[src/hdl/prsa_regs.svh]
// Timing counts and field positions for the pump run sequencer.
// Assumes a 40 MHz core clock; included by the package file and the sequencer.
`ifndef PRSA_REGS_SVH
`define PRSA_REGS_SVH
`define PRSA_CLK_HZ 40000000
`define PRSA_SEC_PERIOD_S 1
`define PRSA_SEC_CYCLES (`PRSA_CLK_HZ * `PRSA_SEC_PERIOD_S)
`define PRSA_POINTS 8
`define PRSA_RATE_W 16
`define PRSA_SUM_W 19
`define PRSA_SEC_W 20
`define PRSA_SECS_PER_HOUR 3600
`define PRSA_SECS_PER_MIN 60
`define PRSA_CNT_W 16
`define PRSA_ADC_W 12
`define PRSA_ALM_IN1 0
`define PRSA_ALM_IN2 1
`define PRSA_ALM_TIMEOUT 2
`define PRSA_ALM_CUTOFF 3
`define PRSA_ALM_HIPRES 4
`define PRSA_ALM_LOPRES 5
`define PRSA_ALM_W 6
`endif

[src/hdl/prsa_pkg.sv]
// Types for the pump run sequencer.
// Constants come from prsa_regs.svh.
`include "prsa_regs.svh"
package prsa_pkg;
	typedef enum logic [1:0] {PRSA_TIME, PRSA_CYCLE, PRSA_FIXED_MPI} prsa_mode_t;
	typedef enum logic [2:0] {PRSA_PS_OFF, PRSA_PS_NOTIFY, PRSA_PS_MIN,
		PRSA_PS_NORMAL, PRSA_PS_MAX} prsa_psave_t;
	// Hours, minutes, seconds as entered
	typedef struct packed {
		logic [7:0] hh;
		logic [5:0] mm;
		logic [5:0] ss;
	} prsa_hms_t;
	// One alarm input configuration
	typedef struct packed {
		logic enable;
		logic normally_closed;
	} prsa_in_cfg_t;
endpackage : prsa_pkg

[src/hdl/prsa_sequencer.sv]
// Pump run sequencer: time/cycle/fixed multi-point run, priming, alarms.
// Assumes pins are raw asynchronous levels; keys are debounced pulses
// from the panel logic on core_clk. Analog values come from same clock.
`timescale 1ns/100ps
`include "prsa_regs.svh"
module prsa_sequencer #(
	parameter int unsigned SEC_CYCLES = `PRSA_SEC_CYCLES,
	parameter int unsigned POINTS = `PRSA_POINTS
) (
	input wire logic core_clk,
	input wire logic resetn,
	input wire prsa_pkg::prsa_mode_t mode,
	input wire logic multi_point_unit,
	input wire logic variable_speed,
	input wire logic [POINTS*`PRSA_RATE_W-1:0] point_rate,
	input wire logic [POINTS-1:0] point_enable,
	input wire prsa_pkg::prsa_hms_t on_time,
	input wire prsa_pkg::prsa_hms_t off_time,
	input wire prsa_pkg::prsa_hms_t on_timeout,
	input wire logic [`PRSA_CNT_W-1:0] on_cycles,
	input wire logic [`PRSA_CNT_W-1:0] point_dwell_secs,
	input wire logic key_left,
	input wire logic key_right,
	input wire logic key_enter,
	input wire logic key_reset,
	input wire logic cycle_switch_pin,
	input wire logic alarm_in1_pin,
	input wire logic alarm_in2_pin,
	input wire logic remote_off_pin,
	input wire prsa_pkg::prsa_in_cfg_t in1_cfg,
	input wire prsa_pkg::prsa_in_cfg_t in2_cfg,
	input wire prsa_pkg::prsa_in_cfg_t remote_cfg,
	input wire logic [`PRSA_ALM_W-1:0] alarm_stop,
	input wire prsa_pkg::prsa_psave_t psave_level,
	input wire logic [`PRSA_ADC_W-1:0] battery_volts,
	input wire logic [`PRSA_ADC_W-1:0] power_save_threshold,
	input wire logic [`PRSA_ADC_W-1:0] battery_cutoff_threshold,
	input wire logic [`PRSA_ADC_W-1:0] pressure,
	input wire logic [`PRSA_ADC_W-1:0] pressure_high_limit,
	input wire logic [`PRSA_ADC_W-1:0] pressure_low_limit,
	output logic pump_on,
	output logic [POINTS-1:0] solenoid,
	output logic [`PRSA_SUM_W-1:0] total_rate,
	output logic [`PRSA_ALM_W-1:0] alarm_flags,
	output logic halted,
	output logic standby,
	output logic power_save,
	output logic priming
);
	typedef enum logic [1:0] {ST_RUN, ST_IDLE, ST_PRIME, ST_HALT} st_t;
	localparam int PW = $clog2(POINTS);

	// HH:MM:SS to seconds
	function automatic logic [`PRSA_SEC_W-1:0] hms_secs(
		input prsa_pkg::prsa_hms_t t);
		hms_secs = `PRSA_SEC_W'(t.hh * `PRSA_SECS_PER_HOUR
			+ t.mm * `PRSA_SECS_PER_MIN + t.ss);
	endfunction : hms_secs

	// Alarm input active level per polarity
	function automatic logic in_active(input prsa_pkg::prsa_in_cfg_t c,
		input logic lvl);
		in_active = c.enable & (c.normally_closed ? ~lvl : lvl);
	endfunction : in_active

	// Two-flop synchronisers on the four pins; settle masks the
	// reset value of the chain so no false edge or alarm follows reset
	logic [3:0] pin_meta;
	logic [3:0] pin_sync;
	logic [2:0] settle;
	logic cyc_prev;
	always_ff @(posedge core_clk or negedge resetn)
	begin
		if (!resetn)
		begin
			pin_meta <= 4'h0;
			pin_sync <= 4'h0;
			settle <= 3'h0;
			cyc_prev <= 1'b0;
		end
		else
		begin
			pin_meta <= {remote_off_pin, alarm_in2_pin, alarm_in1_pin,
				cycle_switch_pin};
			pin_sync <= pin_meta;
			settle <= {settle[1:0], 1'b1};
			cyc_prev <= pin_sync[0];
		end
	end
	wire cycle_pulse = pin_sync[0] & ~cyc_prev & settle[2];

	// One-second tick; restarted on each phase change so a phase
	// entered between ticks still lasts its full programmed seconds
	st_t state;
	st_t state_q;
	logic [31:0] div_cnt;
	wire phase_edge = (state != state_q);
	wire sec_tick = (div_cnt == SEC_CYCLES - 1) && !phase_edge;
	always_ff @(posedge core_clk or negedge resetn)
	begin
		if (!resetn)
		begin
			div_cnt <= 32'h0;
			state_q <= ST_RUN;
		end
		else
		begin
			div_cnt <= (sec_tick || phase_edge) ? 32'h0 : div_cnt + 32'h1;
			state_q <= state;
		end
	end

	// Total rate of enabled points
	logic [`PRSA_SUM_W-1:0] next_total;
	always_comb
	begin
		next_total = '0;
		for (int i = 0; i < POINTS; i++)
			if (point_enable[i])
				next_total = next_total + `PRSA_SUM_W'(
					point_rate[i*`PRSA_RATE_W +: `PRSA_RATE_W]);
	end
	always_ff @(posedge core_clk or negedge resetn)
	begin
		if (!resetn)
			total_rate <= '0;
		else
			total_rate <= next_total;
	end

	// Power save decision and on-time scaling
	wire ps_allowed = (psave_level != prsa_pkg::PRSA_PS_OFF);
	wire ps_enter = ps_allowed & (battery_volts < power_save_threshold);
	wire ps_notify_only = (psave_level == prsa_pkg::PRSA_PS_NOTIFY)
		| (multi_point_unit & variable_speed);
	wire [`PRSA_SEC_W-1:0] on_full = hms_secs(on_time);
	wire [`PRSA_SEC_W+1:0] on_x3 = {2'b00, on_full} + {1'b0, on_full, 1'b0};
	logic [`PRSA_SEC_W-1:0] on_scaled;
	always_comb
	begin
		on_scaled = on_full;
		if (ps_enter && !ps_notify_only)
			case (psave_level)
				prsa_pkg::PRSA_PS_MIN: on_scaled = on_x3[`PRSA_SEC_W+1:2];
				prsa_pkg::PRSA_PS_NORMAL: on_scaled = {1'b0, on_full[`PRSA_SEC_W-1:1]};
				prsa_pkg::PRSA_PS_MAX: on_scaled = {2'b00, on_full[`PRSA_SEC_W-1:2]};
				default: on_scaled = on_full;
			endcase
	end

	// Alarm conditions, live
	logic [`PRSA_ALM_W-1:0] alm_cond;
	logic timeout_hit;
	assign alm_cond[`PRSA_ALM_IN1] = settle[1]
		& in_active(in1_cfg, pin_sync[1]);
	assign alm_cond[`PRSA_ALM_IN2] = settle[1]
		& in_active(in2_cfg, pin_sync[2]);
	assign alm_cond[`PRSA_ALM_TIMEOUT] = timeout_hit;
	assign alm_cond[`PRSA_ALM_CUTOFF] =
		battery_volts < battery_cutoff_threshold;
	assign alm_cond[`PRSA_ALM_HIPRES] = pressure > pressure_high_limit;
	assign alm_cond[`PRSA_ALM_LOPRES] = pressure < pressure_low_limit;
	// Enabled remote input holds standby until the pins have settled
	wire remote_now = settle[1] ? in_active(remote_cfg, pin_sync[3])
		: remote_cfg.enable;
	wire stop_hit = |(alm_cond & alarm_stop);
	wire prime_req = key_left & key_right;

	// Sequencer state
	logic [`PRSA_SEC_W-1:0] sec_cnt;
	logic [`PRSA_SEC_W-1:0] tmo_cnt;
	logic tmo_run;
	logic [`PRSA_CNT_W-1:0] cyc_cnt;
	logic [PW-1:0] point;
	wire [`PRSA_SEC_W-1:0] tmo_lim = hms_secs(on_timeout);
	assign timeout_hit = tmo_run && (tmo_cnt >= tmo_lim);

	// Next enabled point after a given one; top bit set when none remains
	function automatic logic [PW:0] next_point(input logic [PW-1:0] cur,
		input logic [POINTS-1:0] en, input logic from_start);
		next_point = {1'b1, {PW{1'b0}}};
		for (int k = POINTS - 1; k >= 0; k--)
			if (en[k] && (from_start || k > int'(cur)))
				next_point = {1'b0, PW'(k)};
	endfunction : next_point
	wire [PW:0] first_pt = next_point('0, point_enable, 1'b1);
	wire [PW:0] step_pt = next_point(point, point_enable, 1'b0);
	wire fixed_mpi = multi_point_unit && (mode == prsa_pkg::PRSA_FIXED_MPI);

	// Run phase end per mode
	logic run_done;
	always_comb
	begin
		case (mode)
			prsa_pkg::PRSA_CYCLE: run_done = (cyc_cnt >= on_cycles);
			prsa_pkg::PRSA_FIXED_MPI: run_done = sec_tick && step_pt[PW]
				&& (sec_cnt + 1'b1 >= `PRSA_SEC_W'(point_dwell_secs));
			default: run_done = sec_tick && (sec_cnt + 1'b1 >= on_scaled);
		endcase
	end

	// Main sequencer; stop alarms preempt every state, priming included
	always_ff @(posedge core_clk or negedge resetn)
	begin
		if (!resetn)
		begin
			state <= ST_RUN;
			sec_cnt <= '0;
			cyc_cnt <= '0;
			point <= '0;
		end
		else if (stop_hit && state != ST_HALT)
		begin
			state <= ST_HALT;
			sec_cnt <= '0;
		end
		else
			case (state)
				ST_RUN:
				begin
					if (prime_req)
					begin
						state <= ST_PRIME;
						point <= first_pt[PW-1:0];
					end
					else if (!remote_now)
					begin
						if (cycle_pulse)
							cyc_cnt <= cyc_cnt + 1'b1;
						if (sec_tick)
							sec_cnt <= sec_cnt + 1'b1;
						if (fixed_mpi && sec_tick && !run_done
							&& sec_cnt + 1'b1 >= `PRSA_SEC_W'(point_dwell_secs))
						begin
							point <= step_pt[PW-1:0];
							sec_cnt <= '0;
						end
						if (run_done)
						begin
							state <= ST_IDLE;
							sec_cnt <= '0;
							cyc_cnt <= '0;
						end
					end
				end
				ST_IDLE:
					if (prime_req)
					begin
						state <= ST_PRIME;
						point <= first_pt[PW-1:0];
					end
					else if (sec_tick)
					begin
						sec_cnt <= sec_cnt + 1'b1;
						if (sec_cnt + 1'b1 >= hms_secs(off_time))
						begin
							state <= ST_RUN;
							sec_cnt <= '0;
							point <= first_pt[PW-1:0];
						end
					end
				ST_PRIME:
					if (key_reset)
					begin
						state <= ST_RUN;
						sec_cnt <= '0;
						cyc_cnt <= '0;
						point <= first_pt[PW-1:0];
					end
					else if (key_enter && multi_point_unit && !step_pt[PW])
						point <= step_pt[PW-1:0];
				ST_HALT:
					if (key_reset && !(|(alm_cond & alarm_stop)))
					begin
						state <= ST_RUN;
						sec_cnt <= '0;
						cyc_cnt <= '0;
						point <= first_pt[PW-1:0];
					end
				default: state <= ST_RUN;
			endcase
	end

	// Missing-cycle timer: starts at idle expiry, restarts per cycle
	always_ff @(posedge core_clk or negedge resetn)
	begin
		if (!resetn)
		begin
			tmo_run <= 1'b0;
			tmo_cnt <= '0;
		end
		else if (mode != prsa_pkg::PRSA_CYCLE || state != ST_RUN)
		begin
			tmo_run <= (state == ST_IDLE) && (mode == prsa_pkg::PRSA_CYCLE);
			tmo_cnt <= '0;
		end
		else if (cycle_pulse)
			tmo_cnt <= '0;
		else if (sec_tick && !timeout_hit && !remote_now)
			tmo_cnt <= tmo_cnt + 1'b1;
	end

	// Sticky alarm flags; set wins over reset-key clear
	always_ff @(posedge core_clk or negedge resetn)
	begin
		if (!resetn)
			alarm_flags <= '0;
		else
			alarm_flags <= alm_cond | (key_reset ? '0 : alarm_flags);
	end

	// Registered outputs
	wire run_pump = (state == ST_PRIME)
		|| (state == ST_RUN && !remote_now && !stop_hit);
	wire mpi_out = multi_point_unit && !first_pt[PW]
		&& (fixed_mpi || state == ST_PRIME);
	always_ff @(posedge core_clk or negedge resetn)
	begin
		if (!resetn)
		begin
			pump_on <= 1'b0;
			solenoid <= '0;
			halted <= 1'b0;
			standby <= 1'b0;
			power_save <= 1'b0;
			priming <= 1'b0;
		end
		else
		begin
			pump_on <= run_pump;
			solenoid <= (run_pump && mpi_out) ? POINTS'(1) << point : '0;
			halted <= (state == ST_HALT);
			standby <= remote_now;
			power_save <= ps_enter;
			priming <= (state == ST_PRIME);
		end
	end
endmodule : prsa_sequencer

[config.mk]
export PLATFORM = sky130hd
export DESIGN_NAME = prsa_sequencer
export DESIGN_NICKNAME = d
export VERILOG_FILES = /design/src/hdl/prsa_pkg.sv /design/src/hdl/prsa_sequencer.sv
export VERILOG_INCLUDE_DIRS = /design/src /design/src/hdl
export SDC_FILE = /design/constraint.sdc
export NUM_CORES = 1
export LEC_CHECK = 0
export BUFFER_PORTS_ARGS = -buffer_cell sky130_fd_sc_hd__buf_2
export CORE_MARGIN = 3
export CORE_UTILIZATION = 40
export CTS_CLUSTER_DIAMETER = 80
export CTS_CLUSTER_SIZE = 12
export DETAILED_ROUTE_END_ITERATION = 10
export PLACE_DENSITY = 0.63
export SETUP_SLACK_MARGIN = 0.05
export SLEW_MARGIN = 40
export SYNTH_ARGS = -nofsm -noshare
export SYNTH_HDL_FRONTEND = slang
export SYNTH_SLANG_ARGS = --single-unit
[constraint.sdc]
create_clock -name core_clk -period 12.8 [get_ports core_clk]
set_input_delay 0.64 -clock core_clk [delete_from_list [all_inputs] [get_ports core_clk]]
set_output_delay 0.64 -clock core_clk [all_outputs]
set_load 0.03 [all_outputs]
Word level (Yosys, flattened, before mapping) --
Cells that the tools add are included.
Operators by class: bitwise logic cells 18, eq/ne operators 34, shifts and indexed selects 1, divide/modulo/power cells 0, add/subtract/negate cells 18, $lt $le $gt $ge 16, multipliers 6, reduce and logical (&&, ||, !) cells 51, mux-type cells 75
Operators with widths (count):
- 2-to-1 mux 20 bit | 15
- adder 19 x 16 -> 19 bit | 7
- 2-to-1 mux 19 bit | 7
- 2-to-1 mux 16 bit | 7
- case mux 20 bit (4 select lines) | 1
- adder 20 x 12 -> 20 bit | 3
- adder 20 x 6 -> 20 bit | 3
- >= comparator 20 bit | 3
- 2-to-1 mux 4 bit | 15
- case mux 20 bit (3 select lines) | 1
- multiplier 8 x 8 -> 16 bit (second input constant) | 3
- case mux 16 bit (3 select lines) | 1
- adder 20 x 1 -> 20 bit (second input constant) | 2
- < comparator 12 bit | 3
- != test 3 bit (second input constant) | 12
- adder 32 x 1 -> 32 bit (second input constant) | 1
- equality test 32 x 26 -> 1 bit (second input constant) | 1
- 2-to-1 mux 32 bit | 1
- multiplier 6 x 4 -> 10 bit (second input constant) | 3
- logical AND 1 bit | 29
- 2-to-1 mux 3 bit | 9
- adder 20 x 21 -> 22 bit | 1
- AND reduction 7 bit | 3
- >= comparator 20 x 16 -> 1 bit | 1
- 36 further kinds | 87
Storage, ports and cells: memories kept 0, bits in writable memories 0, memory bits (read-only) 0, input port bits 329, latch bits 0, bits in registers 146, word-level logic and storage cells 239, output and inout port bits 38

Depth between registers and ports, before layout --
depth in word-level cells 21, depth in mapped cells 57, depth with buffers taken out 56

Worst setup path before layout --
Ideal clock, no wire load.
kind input port to flip-flop, from in point_enable[0], to reg total_rate[17], path slack 3.049 ns, buffers on the path 1, arrival 9.672 ns, data required time 12.721 ns, stages on the path 52, library setup time 0.079 ns, cell sequence clkbuf_1 > and2_1 > ha_1 > fa_1 > maj3_2 > a32o_1 > a21oi_2 > a21oi_1 > or3_1 > a31o_1 > ha_1 > a21oi_1 > nand2_1 > xnor2_1 > nand2_1 > o21ai_0 > inv_1 > ha_1 > [... 16 more ...] > inv_1 > ha_1 > a21o_1 > a31oi_1 > xnor2_1 > mux2_2 > ha_1 > o311a_1 > nor2_1 > xnor2_1 > mux2_2 > ha_1 > or3_1 > o2111ai_1 > nor2_1 > xnor2_1 > mux2i_1 > xor2_1
Between the ends: word-level cells in the longest chain between the ends 15
RTL lines:
- start: declaration | RTL line prsa_sequencer.sv:16 | input wire logic [POINTS-1:0] point_enable,
- 2-to-1 mux 16 bit * | RTL line prsa_sequencer.sv:119 | if (point_enable[i])
- adder 19 x 16 -> 19 bit | RTL line prsa_sequencer.sv:120 | next_total = next_total + `PRSA_SUM_W'(
- 2-to-1 mux 19 bit * | RTL line prsa_sequencer.sv:119
- adder 19 x 16 -> 19 bit | RTL line prsa_sequencer.sv:120
- 2-to-1 mux 19 bit * | RTL line prsa_sequencer.sv:119
- adder 19 x 16 -> 19 bit | RTL line prsa_sequencer.sv:120
- 2-to-1 mux 19 bit * | RTL line prsa_sequencer.sv:119
- adder 19 x 16 -> 19 bit | RTL line prsa_sequencer.sv:120
- 2-to-1 mux 19 bit * | RTL line prsa_sequencer.sv:119
- adder 19 x 16 -> 19 bit | RTL line prsa_sequencer.sv:120
- 2-to-1 mux 19 bit * | RTL line prsa_sequencer.sv:119
- adder 19 x 16 -> 19 bit | RTL line prsa_sequencer.sv:120
- 2-to-1 mux 19 bit * | RTL line prsa_sequencer.sv:119
- adder 19 x 16 -> 19 bit | RTL line prsa_sequencer.sv:120
- 2-to-1 mux 19 bit * | RTL line prsa_sequencer.sv:119
- net next_total[17] | RTL line prsa_sequencer.sv:114 | logic [`PRSA_SUM_W-1:0] next_total;
- end signal: assignment | RTL line prsa_sequencer.sv:128 | total_rate <= next_total;
- end: declaration | RTL line prsa_sequencer.sv:43 | output logic [`PRSA_SUM_W-1:0] total_rate,
The timed path passes the listed nets; every way through them passes the cells marked *. A chain may end at the register's enable or synchronous reset.

Final worst setup path --
from in point_enable[0], to reg total_rate[18]
Same word-level chain as after synthesis.

==> impl_metrics.ini <==
[worst_setup_path]
path_class = in2reg
timing.rr.end = sec_cnt[13]$_DFFE_PN0P_
worst_ep_arrival_time_ns = 10.72
critical_path_required_ns = 13.18
crit_slowest_cell = fa_1
critical_path.startpoint_type = primary input
critical_path_buf_inv_count = 1
r2r_start = sec_cnt[0]$_DFFE_PN0P_
ff2ff_path_depth = 16
end_kind = flip-flop
rrSetupSlack_ns = 7.38
cp_top_family = compound AO/OA/AOI/OAI gates
critical_path_peak_fanout = 23
cpMostUsedCell = ha_1
max_stage_delay_ns = 0.46

[route]
remaining_drc_errors = 0
met1_length_um = 30300
wl_per_cell_um = 15.6
detailedRoute.firstIterationViolations = 872
avgViaCountPerCell = 5.19
drt-total-wl_um = 62100
ant_nets = 0
met3_length_um = 2260
highest_layer = met4
drt-pass1-iter-count = 5
dr_total_vias = 20729
dr_wl_met2_um = 28400

[timing]
fmax_ghz = 0.0967
fin_ws_ns = 2.46
post-route-period-util_pct = 80.8
tightest_slew_ns = 0.817
finalCriticalPeriod_ns = 10.34
totalNegativeSetupSlack_ns = 0
slew_headroom_pct = 45.1
hold_viol = 0
rsz0062_at_grt = no
drv_slew = 0
skew_ns = 0.0115
setup_viol = 0

[power]
p_total_mw = 5.08
switching_share_pct = 49.4
p_int_mw = 2.57
pwr-share-clk_pct = 9.2
peakVddDrop_v = 0.000206
power_density_nw_per_um2 = 189
p_comb_share_pct = 80.0
leakage_nw = 13.9
p_seq_share_pct = 10.8
p_sw_mw = 2.51

[synth]
syn_nets = 3752
synth_top_area_share_pct = 25.6
synth_area_leader_cell = ha_1
postSynth.asyncResetShare_pct = 100
ys_top_cells_by_area = ha_1 26%, dfrtp_1 15%, xnor2_1 6.1%, fa_1 5.7%, inv_1 4.4%
ys_seq_elements = 146
syn_area_per_cell_um2 = 8.27
synth_edf_count = 0
synth_area_um2 = 23700
yosys_warnings = 0
synth_cell_types = 79
ys.flop_type = dfrtp_1
synthCells = 2869
ys_seq_area_share_pct = 15.4

[placement]
place_inst = 3953
portBuffers = 366
finalWeightedCongestion = 0.927
hpwl_um = 52200
placed_area_um2 = 26400
pre_cts_ws_ns = 2.07

[clock_tree]
clock_latency_ns = 0.46
clk_path_buf_depth = 2
numCtsBuffers = 17
h-tree-depth = 4
cts.clk_slew.worst_paths_ns = 0.06
cts_resized = 0
cts_root_buf = clkbuf_16
cts_num_sinks = 146
cts_tree = yes
post_cts_buffers = 0
cts_hold_buf = 0

[layout]
syn2layout_area_growth_pct = 13.6
final_cells = 3994
layout-drive-gt1-share_pct = 14.9
finalInstanceArea_um2 = 26900
final_nets = 4090
final_common_cell = ha_1
final_cell_mix = 486 x ha_1, 365 x buf_2, 280 x inv_1

[floorplanning]
core_area_um2 = 58200
row_count = 88
ios = 367
die_area_um2 = 62300
fp.dieW_um = 250
start_util_pct = 40.7
chipHeight_um = 250

[grt]
grt_pass1_wl_um = 100000
grt_pass1_vias = 19539
grt_overflow = 0
gr-usage-all-layers_pct = 19.7
grt_antenna_before_repair = 9
grt_start_max_net_pins = 89

[min_path]
hp-class = in2async

[run]
drv_cap = 0

[outcome]
status = finished, final reports clean
[through the flow]
| stage | hold WS (ns) | util (%) |
|---|---|---|
| detailed placement | 0.339 | 45.3 |
| finish | 0.187 | 46.3 |
| CTS | 0.199 | 46.2 |
| global route | 0.230 | 46.3 |
| global placement | 0.332 | 45.3 |
| floorplan | 0.331 | - |
[synthesized netlist by cell type, drive strengths merged, types with 10 or more instances]
library cell / n
nand4: 28
a21o: 97
inv: 280
o211ai: 10
nand2: 196
o21ai: 173
mux2: 46
o31ai: 17
nand3: 67
nor4: 11
o21a: 44
and2: 24
a21oi: 204
or2: 15
nor2: 227
clkbuf: 44
a22oi: 10
nand2b: 48
and3: 36
xnor2: 165
xor2: 100
a211oi: 28
ha: 486
nor2b: 37
buf: 11
or3: 24
mux2i: 11
o22ai: 12
fa: 68
a31oi: 18
dfrtp: 146
o21bai: 29
nor3: 45
[worst reg2reg max path, cell delays in order, from the launching register on]
cell      delay [ns]
dfrtp_1         0.54
ha_1            0.34
and3_1          0.34
and3_1          0.30
nand3_1         0.12
xnor2_1         0.50
ha_1            0.35
and4_1          0.21
a21oi_1         0.14
nand2_1         0.06
a31oi_1         0.35
o21ai_1         0.21
a31oi_1         0.28
o22ai_2         0.21
o2bb2a_1        0.60
or2_1           0.46
o41ai_1         0.30
[flip-flops by register name (all words and copies together) (netlist names), 4 cells and up]
| name | count |
|---|---|
| alarm_flags | 6 |
| total_rate | 19 |
| pin_sync | 4 |
| pin_meta | 4 |
| tmo_cnt | 20 |
| div_cnt | 32 |
| solenoid | 8 |
| cyc_cnt | 16 |
| sec_cnt | 20 |
[logic make-up (layout without fill, tap and decap cells)]
group	count (synthesis)	count (layout)	share of synthesized area (%)
DFF	146	146	15.4
xor gates and xnor gates	265	265	9.78
adders and majority gates	557	557	31.5
other	1	10	0.0158
and+or+nand+nor	784	784	15.9
muxes	57	57	2.73
buffers and inverters	335	686	5.31
AOI/OAI and AO/OA	724	724	19.4
[per-layer routing]
layer	vias to the layer above	track usage, %
li1	10850	-
met3	56	2.65
met2	329	31.8
met5	-	0
met1	9494	27.5
met4	0	5.40
[cell type report]
cell class	count	area (µm²)
clock buffers	21	450
multi-input cells	2388	18800
flip-flops and latches	146	3650
diodes	9	22.5
repair buffers	374	1910
well taps	765	957
inverters	280	1050
clock inverters	11	82.6
fillers	5867	31300
[how the worst max path moves through the flow]
stage,slack [ns],from,cells after the start,to
2_1_floorplan,3.05,point_enable[0],52,total_rate[17]$_DFF_PN0_
3_3_place_gp,2.23,point_enable[0],51,total_rate[18]$_DFF_PN0_
3_5_place_dp,2.07,point_enable[0],51,total_rate[18]$_DFF_PN0_
4_1_cts,2.56,point_enable[0],51,total_rate[18]$_DFF_PN0_
5_1_grt,1.43,point_enable[0],51,total_rate[18]$_DFF_PN0_
6_report,2.46,point_enable[0],51,total_rate[18]$_DFF_PN0_
[power by group through the flow]
stage          Clock [mW]  Combinational, mW  Sequential, mW
3_3_place_gp            0               4.00           0.553
4_1_cts             0.493               4.06           0.547
2_1_floorplan           0               3.18           0.615
5_1_grt             0.507               4.64           0.553
6_report            0.469               4.06           0.547
3_5_place_dp            0               4.02           0.555
(Power assumes the default switching activity.)
